### src/rtl/pdcr_pkg.sv
// constants and carrier types for the power-down control register bank
//
// Overview of operation
// - Bit 5 of power_down_global_control selects the power-down mask: zero picks mask one, one picks mask two.
// - Mask one is the pair of registers 20h and 21h.
// - Mask two is the pair of registers 23h and 24h.
// - The selected mask only acts while the register sleep enable bit in register 55h is set.
// - A two-bit buffer field of 00 keeps both buffers of a channel on and 11 powers both off; software never writes 01 or 10.
// - Bit 7 of 26h set puts the device into global sleep under register control; clear means normal operation.
// - With the override bit set the power-down pin level is ignored; clear means normal operation.
// - Bit 0 of 4Fh set enables dc-coupling support on the analog inputs; clear disables it.
// - With the register sleep enable set, exactly the blocks named in the selected mask are powered down.
// - A core mask value of 0Fh powers down channel B, F0h channel A, FFh both.
// - Bit 6 of the sysref control register set makes the device ignore the sysref input.
package pdcr_pkg;

    localparam int ADDR_W = 8;
    localparam int DATA_W = 8;

    localparam logic [7:0] ADDR_CORE_MASK_ONE = 8'h20;
    localparam logic [7:0] ADDR_BUF_MASK_ONE  = 8'h21;
    localparam logic [7:0] ADDR_CORE_MASK_TWO = 8'h23;
    localparam logic [7:0] ADDR_BUF_MASK_TWO  = 8'h24;
    localparam logic [7:0] ADDR_GLOBAL_CTRL   = 8'h26;
    localparam logic [7:0] ADDR_PERF_LOW      = 8'h39;
    localparam logic [7:0] ADDR_PERF_MID      = 8'h3A;
    localparam logic [7:0] ADDR_COUPLING      = 8'h4F;
    localparam logic [7:0] ADDR_SYSREF_CTRL   = 8'h53;
    localparam logic [7:0] ADDR_SLEEP_ENABLE  = 8'h55;
    localparam logic [7:0] ADDR_PERF_HIGH     = 8'h56;

    // writable bits per register; the rest are reserved and read zero
    localparam logic [7:0] WMASK_CORE    = 8'hFF;
    localparam logic [7:0] WMASK_BUF     = 8'hF0;
    localparam logic [7:0] WMASK_GLOBAL  = 8'hE0;
    localparam logic [7:0] WMASK_PERF_LO = 8'hC0;
    localparam logic [7:0] WMASK_PERF_MI = 8'h40;
    localparam logic [7:0] WMASK_COUPLE  = 8'h01;
    localparam logic [7:0] WMASK_SYSREF  = 8'h43;
    localparam logic [7:0] WMASK_SLEEP   = 8'h10;
    localparam logic [7:0] WMASK_PERF_HI = 8'h04;
    localparam logic [7:0] REG_RESET     = 8'h00;

    localparam int BIT_GLOBAL_SLEEP  = 7;
    localparam int BIT_PIN_OVERRIDE  = 6;
    localparam int BIT_MASK_SELECT   = 5;
    localparam int BIT_SLEEP_ENABLE  = 4;
    localparam int BIT_PERF_LOW_HI   = 7;
    localparam int BIT_PERF_LOW_LO   = 6;
    localparam int BIT_PERF_MID      = 6;
    localparam int BIT_PERF_HIGH     = 2;
    localparam int BIT_DC_COUPLING   = 0;
    localparam int BIT_SYSREF_IGNORE = 6;
    localparam int BIT_SYSREF_HICM   = 1;
    localparam int BIT_SYSREF_LEVEL  = 0;
    localparam int CORE_A_HI = 7;
    localparam int CORE_A_LO = 4;
    localparam int CORE_B_HI = 3;
    localparam int CORE_B_LO = 0;
    localparam int BUF_B_HI  = 7;
    localparam int BUF_B_LO  = 6;
    localparam int BUF_A_HI  = 5;
    localparam int BUF_A_LO  = 4;

    localparam logic [3:0] CORE_ALL_OFF = 4'hF;
    localparam logic [1:0] BUF_BOTH_OFF = 2'h3;

    typedef struct packed {
        logic [7:0] core_mask_one;
        logic [7:0] buf_mask_one;
        logic [7:0] core_mask_two;
        logic [7:0] buf_mask_two;
        logic [7:0] global_ctrl;
        logic [7:0] perf_low;
        logic [7:0] perf_mid;
        logic [7:0] coupling;
        logic [7:0] sysref_ctrl;
        logic [7:0] sleep_enable;
        logic [7:0] perf_high;
    } pdcr_regs_t;

    typedef struct packed {
        logic       chan_a_core_powerdown;
        logic       chan_b_core_powerdown;
        logic       chan_a_buffer_powerdown;
        logic       chan_b_buffer_powerdown;
        logic       device_sleep;
        logic [3:0] performance_setting;
        logic       input_dc_coupling_enable;
        logic       sysref_ignore;
        logic       sysref_high_common_mode_enable;
        logic       sysref_manual_level;
    } pdcr_ctrl_t;

    typedef struct packed {
        pdcr_regs_t       regs;
        pdcr_ctrl_t       ctrl;
        logic [7:0]       rdata;
    } pdcr_state_t;

endpackage : pdcr_pkg

### src/rtl/pdcr_bank.sv
// power-down control register bank with derived control outputs
`timescale 1ns/1ns
module pdcr_bank
    import pdcr_pkg::*;
(
    input  wire logic              sys_clk_i,
    input  wire logic              sys_rst_i,
    input  wire logic              reg_wr_i,
    input  wire logic [ADDR_W-1:0] reg_addr_i,
    input  wire logic [DATA_W-1:0] reg_wdata_i,
    input  wire logic              sleep_pin_i,
    output logic      [DATA_W-1:0] reg_rdata_o,
    output pdcr_ctrl_t             ctrl_o
);

    pdcr_state_t state_ff;
    pdcr_state_t nxt_state;

    ////////////////////////////////////////////////////////////////////////
    // register writes, read mux and control decode

    always_comb
    begin
        logic [7:0] core_sel;
        logic [7:0] buf_sel;
        logic       mask_active;
        logic       sleep_now;
        pdcr_regs_t r;
        core_sel    = '0;
        buf_sel     = '0;
        mask_active = 1'b0;
        sleep_now   = 1'b0;
        r         = state_ff.regs;
        nxt_state = state_ff;
        if (reg_wr_i)
        begin
            // reserved bits never store
            case (reg_addr_i)
                ADDR_CORE_MASK_ONE: r.core_mask_one = reg_wdata_i & WMASK_CORE;
                ADDR_BUF_MASK_ONE:  r.buf_mask_one  = reg_wdata_i & WMASK_BUF;
                ADDR_CORE_MASK_TWO: r.core_mask_two = reg_wdata_i & WMASK_CORE;
                ADDR_BUF_MASK_TWO:  r.buf_mask_two  = reg_wdata_i & WMASK_BUF;
                ADDR_GLOBAL_CTRL:   r.global_ctrl   = reg_wdata_i & WMASK_GLOBAL;
                ADDR_PERF_LOW:      r.perf_low      = reg_wdata_i & WMASK_PERF_LO;
                ADDR_PERF_MID:      r.perf_mid      = reg_wdata_i & WMASK_PERF_MI;
                ADDR_COUPLING:      r.coupling      = reg_wdata_i & WMASK_COUPLE;
                ADDR_SYSREF_CTRL:   r.sysref_ctrl   = reg_wdata_i & WMASK_SYSREF;
                ADDR_SLEEP_ENABLE:  r.sleep_enable  = reg_wdata_i & WMASK_SLEEP;
                ADDR_PERF_HIGH:     r.perf_high     = reg_wdata_i & WMASK_PERF_HI;
                default:            r = state_ff.regs;
            endcase
        end
        nxt_state.regs = r;

        case (reg_addr_i)
            ADDR_CORE_MASK_ONE: nxt_state.rdata = r.core_mask_one;
            ADDR_BUF_MASK_ONE:  nxt_state.rdata = r.buf_mask_one;
            ADDR_CORE_MASK_TWO: nxt_state.rdata = r.core_mask_two;
            ADDR_BUF_MASK_TWO:  nxt_state.rdata = r.buf_mask_two;
            ADDR_GLOBAL_CTRL:   nxt_state.rdata = r.global_ctrl;
            ADDR_PERF_LOW:      nxt_state.rdata = r.perf_low;
            ADDR_PERF_MID:      nxt_state.rdata = r.perf_mid;
            ADDR_COUPLING:      nxt_state.rdata = r.coupling;
            ADDR_SYSREF_CTRL:   nxt_state.rdata = r.sysref_ctrl;
            ADDR_SLEEP_ENABLE:  nxt_state.rdata = r.sleep_enable;
            ADDR_PERF_HIGH:     nxt_state.rdata = r.perf_high;
            default:            nxt_state.rdata = REG_RESET;
        endcase

        // mask one or two by select bit
        if (r.global_ctrl[BIT_MASK_SELECT])
        begin
            core_sel = r.core_mask_two;
            buf_sel  = r.buf_mask_two;
        end
        else
        begin
            core_sel = r.core_mask_one;
            buf_sel  = r.buf_mask_one;
        end
        mask_active = r.sleep_enable[BIT_SLEEP_ENABLE];

        // pin unless overridden, then global bit
        if (r.global_ctrl[BIT_PIN_OVERRIDE])
            sleep_now = r.global_ctrl[BIT_GLOBAL_SLEEP];
        else
            sleep_now = sleep_pin_i;
        nxt_state.ctrl.device_sleep = sleep_now;

        // exactly the selected mask's blocks
        nxt_state.ctrl.chan_a_core_powerdown = mask_active
            && (core_sel[CORE_A_HI:CORE_A_LO] == CORE_ALL_OFF);
        nxt_state.ctrl.chan_b_core_powerdown = mask_active
            && (core_sel[CORE_B_HI:CORE_B_LO] == CORE_ALL_OFF);
        nxt_state.ctrl.chan_a_buffer_powerdown = mask_active
            && (buf_sel[BUF_A_HI:BUF_A_LO] == BUF_BOTH_OFF);
        nxt_state.ctrl.chan_b_buffer_powerdown = mask_active
            && (buf_sel[BUF_B_HI:BUF_B_LO] == BUF_BOTH_OFF);

        // split field reassembled
        nxt_state.ctrl.performance_setting = {r.perf_high[BIT_PERF_HIGH],
                                              r.perf_mid[BIT_PERF_MID],
                                              r.perf_low[BIT_PERF_LOW_HI],
                                              r.perf_low[BIT_PERF_LOW_LO]};
        nxt_state.ctrl.input_dc_coupling_enable =
            r.coupling[BIT_DC_COUPLING];
        nxt_state.ctrl.sysref_ignore =
            r.sysref_ctrl[BIT_SYSREF_IGNORE];
        nxt_state.ctrl.sysref_high_common_mode_enable =
            r.sysref_ctrl[BIT_SYSREF_HICM];
        nxt_state.ctrl.sysref_manual_level =
            r.sysref_ctrl[BIT_SYSREF_LEVEL];
    end

    ////////////////////////////////////////////////////////////////////////
    // state register

    always_ff @(posedge sys_clk_i)
    begin
        if (sys_rst_i)
            state_ff <= '0;
        else
            state_ff <= nxt_state;
    end

    assign reg_rdata_o = state_ff.rdata;
    assign ctrl_o      = state_ff.ctrl;

endmodule : pdcr_bank

### config.mk
export PLATFORM = sky130hd
export DESIGN_NAME = pdcr_bank
export DESIGN_NICKNAME = d
export VERILOG_FILES = /design/src/rtl/pdcr_pkg.sv /design/src/rtl/pdcr_bank.sv
export SDC_FILE = /design/constraint.sdc
export NUM_CORES = 1
export LEC_CHECK = 0
export ABC_AREA = 1
export BUFFER_PORTS_ARGS = -buffer_cell sky130_fd_sc_hd__buf_2
export CORE_MARGIN = 8
export CORE_UTILIZATION = 37
export DETAILED_ROUTE_END_ITERATION = 10
export HOLD_SLACK_MARGIN = 0.02
export PLACE_DENSITY = 0.59
export SYNTH_ARGS = -nofsm -noshare
export SYNTH_HDL_FRONTEND = slang
export SYNTH_SLANG_ARGS = --single-unit
### constraint.sdc
create_clock -name sys_clk_i -period 1.6 [get_ports sys_clk_i]
set_clock_uncertainty 0.15 [all_clocks]
set_input_delay 0 -clock sys_clk_i [delete_from_list [all_inputs] [get_ports sys_clk_i]]
set_output_delay 0 -clock sys_clk_i [all_outputs]
set_load 0.02 [all_outputs]
# Word level (Yosys, flattened, before mapping)
# Index checks and enable logic that the tools add are counted.
[totals]
in_bits = 20
ff_bits = 109
output_inout_bits = 21
[op_classes]
eq_ne = 15
muxes = 16
n_reduce_logical = 4
[op_table]
columns = ["operator", "count"]
rows = [
  ["$mux 8", 13],
  ["$mux 88", 1],
  ["$pmux 8 s11", 1],
  ["$eq 8x6->1 const B", 7],
  ["$eq 8x7->1 const B", 4],
  ["$eq 4x4->1 const B", 2],
  ["$eq 2x2->1 const B", 2],
  ["$logic_and 1x1->1", 4],
  ["$mux 1", 1],
]

# Longest topological paths before layout
[depth]
word_depth = 6
mapped_depth = 12
ltp_nobuf = 12

# Worst setup path after synthesis
# Ideal clock, no wire load.
[synth_timing]
kind = "input port to flip-flop"
from = "input port reg_addr_i[7]"
to = "register state_ff (netlist bit reg_rdata_o[3])"
stages = 10
path_slack_ps = 321
setup_time_ps = 128
t_arrival_ps = 1002
required_time_ps = 1322
path_cell_list = "inv_1 -> nand2_1 -> nor2_2 -> nand3_1 -> nand2_1 -> o21ai_1 -> nor2_1 -> nand2_1 -> nor2_1 -> nor2_1"
[synth_between]
elab_chain_len = 4
word_cells_on_any_way = 24
[synth_rtl]
columns = ["element", "line", "text"]
rows = [
  ["start, declared", "pdcr_bank.sv:9", "input wire logic [ADDR_W-1:0] reg_addr_i,"],
  ["$eq 8x7->1 or $eq 8x6->1 (tied branches)", "pdcr_bank.sv:38, pdcr_bank.sv:55", ""],
  ["$mux 8", "pdcr_bank.sv:38", "case (reg_addr_i)"],
  ["$mux 88", "pdcr_bank.sv:35", "if (reg_wr_i)"],
  ["$pmux 8 s11 (*)", "pdcr_bank.sv:55", "case (reg_addr_i)"],
  ["end signal, assigned", "pdcr_bank.sv:123", "state_ff <= nxt_state;"],
  ["end, declared", "pdcr_bank.sv:16", "pdcr_state_t state_ff;"],
]
# Mark *: on every way between the ends. The rest lies on a longest branch, timed or not.
# A chain may end at the register's enable or synchronous reset.

# Final worst setup path
[layout_timing]
from = "input port reg_wdata_i[6]"
to = "register state_ff (netlist bit ctrl_o[12])"
[layout_between]
elab_chain_len = 5
word_cells_on_any_way = 6
[layout_rtl]
columns = ["element", "line", "text"]
rows = [
  ["start, declared", "pdcr_bank.sv:10", "input wire logic [DATA_W-1:0] reg_wdata_i,"],
  ["$mux 8", "pdcr_bank.sv:38", ""],
  ["$mux 88 (*)", "pdcr_bank.sv:35", ""],
  ["$mux 8 (*)", "pdcr_bank.sv:71", "if (r.global_ctrl[BIT_MASK_SELECT])"],
  ["$eq 4x4->1 (*)", "pdcr_bank.sv:92", "&& (core_sel[CORE_A_HI:CORE_A_LO] == CORE_ALL_OFF);"],
  ["$logic_and 1x1->1 (*)", "pdcr_bank.sv:92", ""],
]
# Marked as above.

==> results.toml <==
[floorplan]
row_count = 41
core_region_area_um2 = 12600
die_area_um2 = 16800
die_h_um = 129
io_pins = 41
die_w_um = 129
initial_core_util = 0.379

[sta]
period_minus_slack_ns = 1.43
hold_viol = 0
setup_viol = 0
whs_ns = 0.0319
slew_viol_final = 0
worst_pin_slew_ns = 0.295
rsz0062_at_grt = "no"
finalCritPeriodShare = 0.897
slew-limit-headroom = 0.803
max_freq_mhz = 697

[synth]
syn-num-nets = 720
synthCells = 700
ys_seq_area_frac = 0.425
synth.avg_cell_area_um2 = 6.80
synth-seq-cells = 101
yosysUniqueCellTypes = 28
synth_warnings = 0
synthesis.area_um2 = 4760

[setup_path]
start_kind = "input pin"
reg2regPathDepth = 6
crit_type = "input pin to register"
crit_top_cell = "nor2_1"
r2r-start = "state_ff[52]"
worst_ep_arrival_time_ns = 1.53
cpPeakStageDelay_ns = 0.54
crit_fanout = 5
cp_top_family = "buffers and inverters"
regToRegSetupSlack_ns = 0.34
crit_buf_inv = 4
rr_endpoint = "reg_rdata_o[7]"
cpMaxStageDelayCell = "dlygate4sd3_1"
end_kind = "register"
cp_data_required_time_ns = 1.69
path_cells = "dlygate4sd3_1 > buf_2 > inv_1 > buf_4 > nand3_1 > and2_1 > nand2_1 > nor2_1 > nor2_1 > nor2_1"

[route]
first_iter_violations = 381
wirelength_um = 13200
wl_per_cell_um = 14.1
drc_errors = 0
via_count = 4500
drtAntennaViolNets = 0
vias_per_cell = 4.80
drtPass1Iterations = 5

[hold_path]
worstHoldPathCells = 4
hold_path.class = "input pin to register"
worstHoldStart = "reg_wr_i"
min_to = "state_ff[101]"

[place]
dp_hpwl_um = 9880
place.gp.congestion = 0.902
port_buffers = 40

[clock_network]
clockBufferDepth = 2
cts_root_buf = "clkbuf_16"
insertion_delay_ns = 0.35
clk_pin_slew_ns = 0.06
h-tree-depth = 3
cts-resized-gates = 0
hold_buffers = 12
numCtsBuffers = 9
cts_setup_buffers = 0
clock-sinks = 101
cts_tree = "yes"

[power_and_ir_drop]
powerDensity_nw_per_um2 = 948
ir_worst_vdd_uv = 517
total_power_w = 0.00543
p_switching_w = 0.00113
combPwrFrac = 0.052
p_clk_frac = 0.485
switching_share = 0.208
seqPwrFrac = 0.464
p_leak_nw = 2.61
internal_power_w = 0.00430

[global_routing]
antenna_found_initial = 0
grt_pass1_wl_um = 21800
grt_pass1_vias = 4284
met1_usage = 0.211
track_usage = 0.166
use_met3 = 0.0320
gr-total-overflow = 0
busiest_layer = "met2"
gr-usage-met2 = 0.270
grt_max_degree = 45

[final_layout]
nets = 780
antenna_cells = 0
drive_above_1_share = 0.166
syn_to_final_growth_pct = 20.3

[job]
drv_cap = 0

[run_status]
status = "completed"
flip-flops by register name, indices dropped and copies added (netlist names):
| signal | flops |
|---|---|
| reg_rdata_o | 8 |
| state_ff | 87 |
| ctrl_o | 6 |
metrics by stage:
step | setup WS, ns | util | instance area (um2) | cells | setup TNS (ns)
6_report | 0.165 | 0.456 | 5730 | 937 | 0
5_1_grt | 0.0400 | 0.456 | 5730 | 937 | 0
2_1_floorplan | 0.321 | - | 4760 | 700 | 0
3_3_place_gp | -0.0687 | 0.418 | 5250 | 909 | -0.224
3_5_place_dp | -0.0793 | 0.418 | 5250 | 909 | -0.316
4_1_cts | 0.172 | 0.456 | 5730 | 937 | 0
cell type report:
class,instances,area (um2)
fillers,1309,6840
multi-input cells,490,2220
flip-flops and latches,101,2020
repair buffers,94,673
inverters,64,240
clock buffers,12,236
well taps,172,215
clock inverters,4,120
Yosys cell counts:
| cell | n | area (um2) |
|---|---|---|
| a21oi_1 | 18 | 90.1 |
| and2_1 | 2 | 12.5 |
| buf_1 | 4 | 15.0 |
| buf_2 | 5 | 25.0 |
| buf_4 | 23 | 173 |
| buf_6 | 2 | 22.5 |
| clkbuf_1 | 11 | 41.3 |
| dfxtp_1 | 101 | 2020 |
| inv_1 | 58 | 218 |
| inv_2 | 6 | 22.5 |
| nand2_1 | 194 | 728 |
| nand2_2 | 7 | 43.8 |
| nand2_4 | 1 | 11.3 |
| nand3_1 | 66 | 330 |
| nand3_2 | 4 | 40.0 |
| nand3_4 | 1 | 17.5 |
| nand3b_1 | 3 | 22.5 |
| nand4_1 | 22 | 138 |
| nor2_1 | 132 | 495 |
| nor2_2 | 3 | 18.8 |
| nor2_4 | 6 | 67.6 |
| nor2_8 | 1 | 20.0 |
| nor3_1 | 3 | 15.0 |
| o211ai_1 | 6 | 45.0 |
| o21a_1 | 4 | 30.0 |
| o21ai_0 | 10 | 50.1 |
| o21ai_1 | 4 | 20.0 |
| o21ai_2 | 3 | 26.3 |
worst max-delay path by stage:
stage | from | end | slack (ns) | cells past startpoint
after floorplan | reg_addr_i[7] | reg_rdata_o[3] | 0.32 | 10
final | reg_wdata_i[6] | ctrl_o[12] | 0.17 | 10
after detailed placement | reg_addr_i[3] | ctrl_o[12] | -0.08 | 11
after CTS | reg_wdata_i[6] | ctrl_o[12] | 0.17 | 10
after global placement | reg_addr_i[3] | ctrl_o[12] | -0.07 | 11
after global routing | reg_wdata_i[6] | ctrl_o[12] | 0.04 | 10
layer usage:
metal	vias to the layer above	wire length, um
met5	-	0
met4	0	310
met3	24	706
met2	97	6170
met1	2073	6060
li1	2306	-
worst min-delay path: stages:
cell     delay, ns
buf_2         0.13
buf_12        0.17
nand3_1       0.11
a21oi_1       0.07
power by group through the flow:
stage | registers, W | clock network, W | logic (W)
floorplan | 0.00257 | 0 | 0.000144
global placement | 0.00257 | 0 | 0.000257
detailed placement | 0.00257 | 0 | 0.000258
CTS | 0.00252 | 0.00266 | 0.000282
global route | 0.00252 | 0.00277 | 0.000308
finish | 0.00252 | 0.00263 | 0.000282
cell usage in the layout (no fill, tap or decap), types with 2 or more instances in the layout:
| cell type | synthesis | final |
|---|---|---|
| nand2_2 | 7 | 7 |
| dfxtp_1 | 101 | 101 |
| and2_1 | 2 | 2 |
| nand3_1 | 66 | 66 |
| nor2_2 | 3 | 3 |
| o211ai_1 | 6 | 6 |
| buf_4 | 23 | 39 |
| inv_2 | 6 | 6 |
| clkbuf_16 | 0 | 9 |
| nand3b_1 | 3 | 3 |
| o21ai_0 | 10 | 10 |
| clkbuf_1 | 11 | 3 |
| nand2_1 | 194 | 194 |
| nor3_1 | 3 | 3 |
| inv_1 | 58 | 58 |
| nand3_2 | 4 | 4 |
| a21oi_1 | 18 | 18 |
| nor2_1 | 132 | 132 |
| buf_2 | 5 | 40 |
| o21ai_1 | 4 | 4 |
| o21a_1 | 4 | 4 |
| bufinv_16 | 0 | 4 |
| buf_12 | 0 | 3 |
| nand4_1 | 22 | 22 |
| dlygate4sd3_1 | 0 | 12 |
| nor2_4 | 6 | 6 |
| o21ai_2 | 3 | 3 |
logic make-up (layout without fill, tap and decap cells):
family,after synthesis,in the layout,synth area share
and+or+nand+nor,445,445,0.412
buffers and inverters,109,174,0.109
DFF,101,101,0.425
AOI/OAI and AO/OA,45,45,0.0549
Power figures use the tool's default switching activity.
